===== config.mk =====
export PLATFORM = sky130hd
export DESIGN_NAME = rx_polling_timebase
export DESIGN_NICKNAME = d
export VERILOG_FILES = /design/src/rtl/rx_poll_pkg.sv /design/src/rtl/rx_poll_divider.sv /design/src/rtl/rx_polling_timebase.sv
export VERILOG_INCLUDE_DIRS = /design/src /design/src/rtl
export SDC_FILE = /design/constraint.sdc
export NUM_CORES = 1
export LEC_CHECK = 0
export CAP_MARGIN = 0
export CORE_AREA = 2 2 167 153
export CTS_BUF_LIST = sky130_fd_sc_hd__clkbuf_8
export DETAILED_ROUTE_END_ITERATION = 6
export DIE_AREA = 0 0 169 155
export DONT_BUFFER_PORTS = 1
export PLACE_DENSITY_LB_ADDON = 0.05
export SYNTH_ARGS = -nofsm -noshare
export SYNTH_HDL_FRONTEND = slang
export SYNTH_HIERARCHICAL = 1
export SYNTH_SLANG_ARGS = --single-unit

===== constraint.sdc =====
create_clock -name pclk -period 11 [get_ports pclk]
set_input_delay 0 -clock pclk [delete_from_list [all_inputs] [get_ports pclk]]
set_output_delay 0 -clock pclk [all_outputs]
set_load 0.05 [all_outputs]

===== src/rtl/rx_poll_params.svh =====
// Register offsets, field positions, reset values and timing counts of the polling timebase
`ifndef RX_POLL_PARAMS_SVH
`define RX_POLL_PARAMS_SVH

// ==========================================
// Register offsets (byte addresses)
`define RP_CTRL_OFS 12'h000
`define RP_BITCHK_OFS 12'h004
`define RP_STATUS_OFS 12'h008

// ==========================================
// Control register fields
`define RP_CTRL_EN_BIT 0
`define RP_CTRL_RANGE_LSB 1
`define RP_CTRL_EXTLIM_BIT 3
`define RP_CTRL_SLEEP_LSB 4
`define RP_CTRL_SLEEPEXT_LSB 9
`define RP_CTRL_RESET 32'h0000_0210

// ==========================================
// Bit-check register fields
`define RP_BC_N_LSB 0
`define RP_BC_MIN_LSB 4
`define RP_BC_MAX_LSB 12
`define RP_BITCHK_RESET 32'h0001_e0a3

// ==========================================
// Status register fields
`define RP_ST_STATE_LSB 0
`define RP_ST_VALID_BIT 3
`define RP_ST_CYCLES_LSB 16

// ==========================================
// Timing, in crystal periods and basic clock periods
`define RP_XTO_PER_DCLK 16
`define RP_SLEEP_UNIT_DCLK 1024
`define RP_PLL_STARTUP_DCLK 798.5
`define RP_PLL_STARTUP_HALF 1597
`define RP_SIGPROC_R0 882
`define RP_SIGPROC_R1 498
`define RP_SIGPROC_R2 306
`define RP_SIGPROC_R3 210

`endif


===== src/rtl/rx_poll_pkg.sv =====
// Types shared by the polling timebase modules
package rx_poll_pkg;

	// ==========================================
	// Polling sequence states, Gray coded along the path from idle through receive
	typedef enum logic [2:0] {
		ST_IDLE = 3'h0,
		ST_SLEEP = 3'h1,
		ST_PLL = 3'h3,
		ST_SIGPROC = 3'h2,
		ST_BITCHK = 3'h6,
		ST_RX = 3'h7
	} poll_state_t;

	// ==========================================
	// Configuration written by software
	typedef struct packed {
		logic enable;
		logic [1:0] bit_rate_range;
		logic extended_limit_select;
		logic [4:0] sleep_count;
		logic [2:0] sleep_extension_factor;
		logic [3:0] bitcheck_count;
		logic [7:0] lim_min;
		logic [7:0] lim_max;
	} poll_cfg_t;

	// Clock enables from the timebase divider
	typedef struct packed {
		logic half_en;
		logic dclk_en;
		logic xdclk_en;
	} tick_t;

endpackage


===== src/rtl/rx_poll_divider.sv =====
// Basic and extended digital clock enable divider
`include "rx_poll_params.svh"
module rx_poll_divider import rx_poll_pkg::*; #(
	parameter int DCLK_DIV = `RP_XTO_PER_DCLK
) (
	input wire logic pclk, // Crystal-rate clock
	input wire logic presetn, // Asynchronous reset, active low
	input wire logic [1:0] bit_rate_range, // Selected bit-rate range
	input wire logic extended_limit_select, // Extended clock limit select
	output tick_t tick // Half, basic and extended clock enables
);
	typedef struct packed {
		logic [7:0] div;
		logic [2:0] xcnt;
		tick_t tick;
	} div_state_t;

	div_state_t s_q, s_d;
	logic [2:0] xdiv;

	// Extended clock period in basic periods, minus one
	function automatic logic [2:0] xdiv_of(input logic [1:0] rng, input logic xl);
		logic [2:0] r;
		r = 3'h7;
		case (rng)
			2'h0: r = 3'h7;
			2'h1: r = 3'h3;
			2'h2: r = xl ? 3'h3 : 3'h1;
			default: r = xl ? 3'h1 : 3'h0;
		endcase
		return r;
	endfunction

	assign xdiv = xdiv_of(bit_rate_range, extended_limit_select);
	assign tick = s_q.tick;

	always_comb begin
		s_d = s_q;
		s_d.tick = '0;
		if (s_q.div == 8'(DCLK_DIV - 1)) begin
			s_d.div = '0;
			s_d.tick.dclk_en = 1'b1;
			s_d.tick.half_en = 1'b1;
			if (s_q.xcnt >= xdiv) begin
				s_d.xcnt = '0;
				s_d.tick.xdclk_en = 1'b1;
			end else begin
				s_d.xcnt = s_q.xcnt + 3'h1;
			end
		end else begin
			s_d.div = s_q.div + 8'h01;
			if (s_q.div == 8'(DCLK_DIV / 2 - 1)) begin
				s_d.tick.half_en = 1'b1;
			end
		end
	end

	always_ff @(posedge pclk or negedge presetn) begin
		if (!presetn) begin
			s_q <= '0;
		end else begin
			s_q <= s_d;
		end
	end
endmodule


===== src/rtl/rx_polling_timebase.sv =====
// Receive polling timebase with APB configuration and status registers
// Functional notes
// - Basic digital clock period is sixteen crystal periods.
// - Extended clock is 8/4/2/1 basic periods by range; limit select gives 4/2.
// - Sleep lasts sleep count times extension factor times 1024 basic periods.
// - PLL start-up lasts 798.5 basic periods before signal processing.
// - Signal-processing start-up is 882/498/306/210 basic periods by range.
// - Bit check ends after about N signal periods, or at the first data edge for N=0.
// - Bit-rate range selects the supported data rate band.
// - Edge-time limits bound the Manchester edge-to-edge time, up to fifty percent off.
`include "rx_poll_params.svh"
module rx_polling_timebase import rx_poll_pkg::*; #(
	parameter int DCLK_DIV = `RP_XTO_PER_DCLK,
	parameter int SLEEP_UNIT = `RP_SLEEP_UNIT_DCLK,
	parameter int PLL_HALF = `RP_PLL_STARTUP_HALF
) (
	input wire logic pclk, // Crystal-rate clock
	input wire logic presetn, // Asynchronous reset, active low
	input wire logic psel, // APB select
	input wire logic penable, // APB enable
	input wire logic pwrite, // APB write
	input wire logic [11:0] paddr, // APB byte address
	input wire logic [31:0] pwdata, // APB write data
	output logic [31:0] prdata, // APB read data
	output logic pready, // APB ready
	output logic pslverr, // APB error on unmapped address
	input wire logic data_edge, // One-cycle pulse per demodulated data edge
	output logic pll_on, // PLL start-up or later phase active
	output logic sig_proc_on, // Signal processing active
	output logic signal_valid, // Valid signal found, receive mode
	output poll_state_t poll_state // Current polling phase
);
	typedef struct packed {
		poll_state_t st;
		logic [17:0] cnt;
		logic [10:0] pre;
		logic [9:0] edge_t;
		logic seen_edge;
		logic [3:0] good;
		logic [15:0] cycles;
		poll_cfg_t cfg;
		logic [31:0] rdata;
		logic pll_on;
		logic sig_on;
	} top_state_t;

	top_state_t s_q, s_d;
	tick_t tick;
	logic setup, wr_en;
	logic [7:0] sleep_target;
	logic [9:0] sigproc_len;

	rx_poll_divider #(.DCLK_DIV(DCLK_DIV)) u_div (
		.pclk(pclk),
		.presetn(presetn),
		.bit_rate_range(s_q.cfg.bit_rate_range),
		.extended_limit_select(s_q.cfg.extended_limit_select),
		.tick(tick)
	);

	// ==========================================
	// Decoding
	function automatic logic [1:0] reg_sel(input logic [11:0] a);
		logic [1:0] r;
		r = 2'h3;
		if (a == `RP_CTRL_OFS) begin
			r = 2'h0;
		end else if (a == `RP_BITCHK_OFS) begin
			r = 2'h1;
		end else if (a == `RP_STATUS_OFS) begin
			r = 2'h2;
		end
		return r;
	endfunction

	function automatic logic [9:0] sigproc_of(input logic [1:0] rng);
		logic [9:0] r;
		r = 10'(`RP_SIGPROC_R0);
		case (rng)
			2'h0: r = 10'(`RP_SIGPROC_R0);
			2'h1: r = 10'(`RP_SIGPROC_R1);
			2'h2: r = 10'(`RP_SIGPROC_R2);
			default: r = 10'(`RP_SIGPROC_R3);
		endcase
		return r;
	endfunction

	assign setup = psel && !penable;
	assign wr_en = psel && penable && pwrite;
	assign pready = 1'b1;
	assign pslverr = psel && penable && (reg_sel(paddr) == 2'h3);
	assign prdata = s_q.rdata;
	assign pll_on = s_q.pll_on;
	assign sig_proc_on = s_q.sig_on;
	assign signal_valid = (s_q.st == ST_RX);
	assign poll_state = s_q.st;
	assign sleep_target = 8'(s_q.cfg.sleep_count) * 8'(s_q.cfg.sleep_extension_factor);
	assign sigproc_len = sigproc_of(s_q.cfg.bit_rate_range);

	always_comb begin
		s_d = s_q;
		// ==========================================
		// APB register access
		if (setup) begin
			s_d.rdata = '0;
			case (reg_sel(paddr))
				2'h0: begin
					s_d.rdata[`RP_CTRL_EN_BIT] = s_q.cfg.enable;
					s_d.rdata[`RP_CTRL_RANGE_LSB +: 2] = s_q.cfg.bit_rate_range;
					s_d.rdata[`RP_CTRL_EXTLIM_BIT] = s_q.cfg.extended_limit_select;
					s_d.rdata[`RP_CTRL_SLEEP_LSB +: 5] = s_q.cfg.sleep_count;
					s_d.rdata[`RP_CTRL_SLEEPEXT_LSB +: 3] = s_q.cfg.sleep_extension_factor;
				end
				2'h1: begin
					s_d.rdata[`RP_BC_N_LSB +: 4] = s_q.cfg.bitcheck_count;
					s_d.rdata[`RP_BC_MIN_LSB +: 8] = s_q.cfg.lim_min;
					s_d.rdata[`RP_BC_MAX_LSB +: 8] = s_q.cfg.lim_max;
				end
				2'h2: begin
					s_d.rdata[`RP_ST_STATE_LSB +: 3] = s_q.st;
					s_d.rdata[`RP_ST_VALID_BIT] = (s_q.st == ST_RX);
					s_d.rdata[`RP_ST_CYCLES_LSB +: 16] = s_q.cycles;
				end
				default: s_d.rdata = '0;
			endcase
		end
		if (wr_en && reg_sel(paddr) == 2'h0) begin
			s_d.cfg.enable = pwdata[`RP_CTRL_EN_BIT];
			s_d.cfg.bit_rate_range = pwdata[`RP_CTRL_RANGE_LSB +: 2];
			s_d.cfg.extended_limit_select = pwdata[`RP_CTRL_EXTLIM_BIT];
			s_d.cfg.sleep_count = pwdata[`RP_CTRL_SLEEP_LSB +: 5];
			s_d.cfg.sleep_extension_factor = pwdata[`RP_CTRL_SLEEPEXT_LSB +: 3];
		end else if (wr_en && reg_sel(paddr) == 2'h1) begin
			s_d.cfg.bitcheck_count = pwdata[`RP_BC_N_LSB +: 4];
			s_d.cfg.lim_min = pwdata[`RP_BC_MIN_LSB +: 8];
			s_d.cfg.lim_max = pwdata[`RP_BC_MAX_LSB +: 8];
		end

		// ==========================================
		// Polling sequence
		case (s_q.st)
			ST_IDLE: begin
				s_d.cnt = '0;
				s_d.pre = '0;
				if (s_q.cfg.enable) begin
					s_d.st = ST_SLEEP;
				end
			end
			ST_SLEEP: begin
				// Leave on a basic tick: sleep never ends short and PLL start-up begins on a tick
				if (tick.dclk_en && s_q.cnt >= 18'(sleep_target)) begin
					s_d.st = ST_PLL;
					s_d.cnt = '0;
					s_d.pre = '0;
					s_d.pll_on = 1'b1;
				end else if (tick.dclk_en) begin
					if (s_q.pre == 11'(SLEEP_UNIT - 1)) begin
						s_d.pre = '0;
						s_d.cnt = s_q.cnt + 18'h1;
					end else begin
						s_d.pre = s_q.pre + 11'h1;
					end
				end
			end
			ST_PLL: begin
				if (tick.half_en) begin
					if (s_q.cnt == 18'(PLL_HALF - 1)) begin
						s_d.st = ST_SIGPROC;
						s_d.cnt = '0;
						s_d.sig_on = 1'b1;
					end else begin
						s_d.cnt = s_q.cnt + 18'h1;
					end
				end
			end
			ST_SIGPROC: begin
				// Counted in half periods, as this phase starts on a half-period boundary
				if (tick.half_en) begin
					if (s_q.cnt == 18'({sigproc_len, 1'b0}) - 18'h1) begin
						s_d.st = ST_BITCHK;
						s_d.cnt = '0;
						s_d.edge_t = '0;
						s_d.seen_edge = 1'b0;
						s_d.good = '0;
					end else begin
						s_d.cnt = s_q.cnt + 18'h1;
					end
				end
			end
			ST_BITCHK: begin
				if (tick.xdclk_en) begin
					s_d.edge_t = s_q.edge_t + 10'h1;
				end
				if (data_edge) begin
					s_d.edge_t = '0;
					s_d.seen_edge = 1'b1;
					if (s_q.cfg.bitcheck_count == 4'h0) begin
						s_d.st = ST_RX;
					end else if (s_q.seen_edge && s_q.edge_t < 10'(s_q.cfg.lim_min)) begin
						s_d.st = ST_SLEEP;
					end else if (s_q.seen_edge) begin
						s_d.good = s_q.good + 4'h1;
						if (s_q.good + 4'h1 >= s_q.cfg.bitcheck_count) begin
							s_d.st = ST_RX;
						end
					end
				end else if (s_q.edge_t > 10'(s_q.cfg.lim_max)) begin
					s_d.st = ST_SLEEP;
				end
				if (s_d.st == ST_SLEEP) begin
					s_d.cnt = '0;
					s_d.pre = '0;
					s_d.pll_on = 1'b0;
					s_d.sig_on = 1'b0;
					s_d.cycles = s_q.cycles + 16'h1;
				end
			end
			ST_RX: begin
				s_d.st = ST_RX;
			end
			default: s_d.st = ST_IDLE;
		endcase
		if (!s_d.cfg.enable) begin
			s_d.st = ST_IDLE;
			s_d.pll_on = 1'b0;
			s_d.sig_on = 1'b0;
		end
	end

	always_ff @(posedge pclk or negedge presetn) begin
		if (!presetn) begin
			s_q <= '0;
			s_q.cfg.sleep_count <= 5'(`RP_CTRL_RESET >> `RP_CTRL_SLEEP_LSB);
			s_q.cfg.sleep_extension_factor <= 3'(`RP_CTRL_RESET >> `RP_CTRL_SLEEPEXT_LSB);
			s_q.cfg.bitcheck_count <= 4'(`RP_BITCHK_RESET >> `RP_BC_N_LSB);
			s_q.cfg.lim_min <= 8'(`RP_BITCHK_RESET >> `RP_BC_MIN_LSB);
			s_q.cfg.lim_max <= 8'(`RP_BITCHK_RESET >> `RP_BC_MAX_LSB);
		end else begin
			s_q <= s_d;
		end
	end
endmodule


# Yosys cells after proc, flatten, opt, wreduce, memory -nomap -nowiden
# Cells that the tools add are included.
# classes
addsub	8
multipliers	1
order_cmp	5
eq_ne	39
n_mux	60
n_bitwise	1
n_reduce_logical	28
# ops
cell	count
18-bit one-hot mux with 5 select lines	1
29-bit 2-to-1 mux	3
18-bit 2-to-1 mux	3
15-bit 2-to-1 mux	3
21-bit 2-to-1 mux	2
3-bit 2-to-1 mux	13
11-bit one-hot mux with 3 select lines	1
10-bit one-hot mux with 3 select lines	1
15-bit one-hot mux with 2 select lines	1
12-bit 2-to-1 mux	2
18-bit by 1-bit adder with 18-bit output, second input constant	1
18-bit by 11-bit equality test with 1-bit output, second input constant	1
18-bit equality test	1
18-bit by 8-bit >= comparator with 1-bit output	1
3-bit != test, second input constant	6
3-bit one-hot mux with 6 select lines	1
16-bit by 1-bit adder with 16-bit output, second input constant	1
2-bit 2-to-1 mux	8
4-bit 2-to-1 mux	4
8-bit one-hot mux with 2 select lines	1
12-bit by 3-bit equality test with 1-bit output, second input constant	1
12-bit by 4-bit equality test with 1-bit output, second input constant	1
12-bit zero test	1
2-bit != test, second input constant	6
44 further kinds	78
# totals
register_bits	143
inputBits	50
out_inout_bits	40
wordCells	165

# Logic depth before layout (Yosys ltp)
# depth
depth_word	12
ltp_mapped	16
ltp_nobuf	15

# Modules after synthesis
# The synthesis kept the hierarchy.
# by_module_without_submodules
module	n_inst	cells_per_inst	area_each_um2	seq_area_each_um2
rx_polling_timebase	1	821	7739.9	3240.6
rx_poll_divider	1	61	696.9	350.3

# Worst setup path before layout
# Ideal clock, no wire load.
# synth_timing
path_kind	flip-flop to flip-flop
start	reg s_q[54] in the netlist's numbering
end	reg s_q[108] in the netlist's numbering
setup_time_ns	0.125
arrival_ns	3.789
required_time_ns	10.875
path_slack_ns	7.086
path_stages_with_launch	16
n_path_buf	1
period_less_slack_ns	3.914
cell_sequence	dfstp_2 > and2_1 > fa_1 > ha_1 > fa_1 > a21o_1 > a21oi_1 > xor2_1 > ha_1 > a2111oi_0 > nand3_1 > a221oi_4 > a211o_1 > buf_4 > nor2_1 > mux2_2
# synth_via
elab_chain_cells	5
word_cells_on_any_way	8
cone_classes	1 x mul; 1 x order compare; 2 x eq/ne; 2 x mux; 2 x reduce/logical
# synth_lines
element	line_no	rtl
from (decl)	rx_polling_timebase.sv:47	top_state_t s_q, s_d;
5-bit by 3-bit multiplier with 8-bit output *	rx_polling_timebase.sv:97	assign sleep_target = 8'(s_q.cfg.sleep_count) * 8'(s_q.cfg.sleep_extension_factor);
18-bit by 8-bit >= comparator with 1-bit output *	rx_polling_timebase.sv:151	if (tick.dclk_en && s_q.cnt >= 18'(sleep_target)) begin
1-bit logical AND *	rx_polling_timebase.sv:151	
3-bit by 2-bit != test with 1-bit output (no source line) (tied with other cells)	-	
6-bit AND reduction (no source line) or 18-bit one-hot mux with 5 select lines (tied branches)	-	
# Every way passes the cells marked *; elsewhere a longest branch is shown, timed or not.
# A chain may end at the register's enable or synchronous reset.

# Worst setup path in the final report
# Ends and elaborated chain as after synthesis.

==> impl_metrics.tcl <==
set metrics [dict create \
    grt_max_degree 144 \
    drive_gt1_share_pct 10.62 \
    rows 55 \
    synthesis.area_mm2 0.008437 \
    leakage_nw 4.144 \
    num_io_pins 90 \
    synthMuxAreaShare_pct 2.907 \
    start_kind "flip-flop" \
    whs_ns 0.04624 \
    syn_to_final_growth_pct 6.955 \
    synth_compound_area_share_pct 16.54 \
    synth_top_area_share_pct 39.45 \
    critPathCaptureType "flip-flop" \
    grt_pass1_wl_mm 34.71 \
    synthSimpleGateAreaFrac_pct 19.10 \
    drt_iter0_drc 380 \
    tightest_slew_ns 1.078 \
    cap_violations 0 \
    ys_top_cells_by_area "dfrtp_1 39%, ha_1 7.3%, nand2_1 5.2%, o21ai_0 3.7%, buf_4 3.7%" \
    grt_usage_pct 16.69 \
    utilization_pct 36.63 \
    fin_crit_sh_pct 41.85 \
    syn_area_per_cell_um2 9.566 \
    hold_viol 0 \
    core_area_mm2 0.02464 \
    slew_violations 0 \
    port_buffers 0 \
    synth_cells 882 \
    status "completed" \
    async_flop_share_pct 100.0 \
    path_class "reg2reg" \
    cts_root_buf "clkbuf_8" \
    num_vias 6248 \
    fp.dieH_um 155 \
    clk_latency_ns 0.46 \
    ctsResizeCount 0 \
    gp_congestion 0.7640 \
    ir_drop_uv 69.63 \
    avgRoutedWirePerCell_um 17.69 \
    setup_violations 0 \
    fin_setup_tns_ns 0 \
    clockBufferDepth 2 \
    synth_top_family_by_area "simple AND/OR/NAND/NOR gates" \
    drt-pass1-iter-count 5 \
    cts_hold_repair.buffers 24 \
    clkSlewWorstSetupHoldPaths_ns 0.09 \
    drc 0 \
    ant_nets 0 \
    antenna_found_initial 0 \
    ys.warnings.count 6 \
    drt_wl_total_mm 20.86 \
    period_needed_ns 4.604 \
    critPathMaxFanout 17 \
    syn_nets 985 \
    max_freq_mhz 217.2 \
    die_area_mm2 0.02620 \
    cts_buffers 17 \
    die_width_um 169 \
    ys_top_cells_by_count "133 x dfrtp_1, 118 x nand2_1, 63 x o21ai_0" \
    synth.distinct_cells 80 \
    rsz0062_at_grt "false" \
    slew_headroom_pct 27.86 \
    postCtsSetupBuffers 0 \
    yosys.cell_count.top_type "dfrtp_1" \
    dpl-instance-area_mm2 0.008378 \
    final_cell_area_mm2 0.009024 \
    seq_area_frac_synth_pct 42.56 \
    synth-seq-cells 143 \
    vias_per_cell 5.299 \
    fin_skew_ns 0.01535 \
    cp.required_ns 11.40 \
    cts_sinks 143 \
    synth_xor_area_share_pct 3.011 \
    fill_cells 2522 \
    arrival_ns 5.00 \
    antenna_cells 0 \
    nNetsFinal 956 \
    cts_tree "built" \
    grt_pass1_vias 6233 \
    power_density_mw_per_mm2 109.0 \
    dp_hpwl_mm 14.94 \
    start_util_pct 34.25 \
    hold_class "in2reg" \
    yosys.area_share.adder_pct 8.216 \
    ys.flop_type "dfrtp_1" \
    overflow 0 \
    h-tree-depth 4 \
    synth_edf_count 0 \
    yosys.area.top_type "dfrtp_1" \
]
[per-stage QoR]
| stage | total power [mW] | std cells | setup WS (ns) |
|---|---|---|---|
| 2_1_floorplan | 0.5454 | 882 | 7.086 |
| 3_3_place_gp | 0.5464 | 1123 | 6.412 |
| 3_5_place_dp | 0.5464 | 1123 | 6.410 |
| 4_1_cts | 0.9994 | 1179 | 6.366 |
| 5_1_grt | 1.028 | 1179 | 6.091 |
| 6_report | 0.9832 | 1179 | 6.396 |
[sequential cells by signal (all words and copies together), names as in the netlist]
name and count:
s_q 92, prdata 32, u_div/tick 3, u_div/s_q 11, poll_state 3, pll_on 1
sig_proc_on 1
[report_power, final]
group	switching, mW	internal [mW]
Sequential	0.000782	0.526
Clock	0.241	0.186
Combinational	0.0199	0.00885
[cells by family after synthesis]
family	Yosys count
xor+xnor	29
mux	22
compound gates	198
flops	143
buf+inv	119
other cells	1
simple gates	317
fa+ha+maj	53
[layout by cell type, fill, tap and decap left out, types with 16 or more instances in the layout]
master and n:
dfrtp_1 133, nand2_1 118, o21ai_0 63, ha_1 49, inv_1 45, nor2_1 41, nand3_1 32, a21oi_1 28
nand4_1 23, dlygate4sd3_1 23, xnor2_1 22, and3_1 20, mux2_2 20, clkbuf_8 17, and2_1 16
[worst max-delay path, stage by stage (launching register included)]
cell	delay [ns]
dfstp_2	0.59
and2_1	0.17
fa_1	0.46
ha_1	0.31
a21o_1	0.15
a21oi_1	0.22
o21bai_1	0.09
a21oi_1	0.20
ha_1	0.31
a2111oi_0	0.40
nand3_1	0.26
a221oi_4	0.38
a21boi_1	0.30
o21ai_2	0.41
mux2_2	0.28
[final timing paths]
check                          endpoint  slack, ns      from  cells past startpoint
max in group asynchronous  u_div/s_q[5]      10.24   presetn                      2
hold / removal                prdata[5]       0.05  paddr[4]                      4
setup reg to reg               s_q[108]       6.40   s_q[54]                     14
min in group asynchronous       s_q[77]       0.19   presetn                      2
hold reg to reg                 s_q[81]       0.48   s_q[81]                      1
setup / recovery               s_q[108]       6.40   s_q[54]                     14
[metal layers]
layer / share of wire, % / wire (um) / vias up / track usage [%]
met4: 1.1 / 235 / 0 / 3.541
met2: 44 / 9157 / 131 / 25.86
met3: 4.5 / 941 / 19 / 4.045
met1: 50 / 10520 / 3061 / 23.73
met5: 0 / 0 / - / 0
li1: - / - / 3037 / -
[area by class of cell]
type | count | area [um2] | area share (%)
Multi-Input combinational cell | 620 | 4210 | 46.66
Sequential cell | 143 | 3591 | 39.79
Timing Repair Buffer | 26 | 272.8 | 3.023
Tap cell | 313 | 391.6 | 4.340
Clock buffer | 17 | 234.0 | 2.593
Clock inverter | 15 | 153.9 | 1.705
Inverter | 45 | 170.2 | 1.886
No activity file was read; power rests on OpenSTA's default activity.
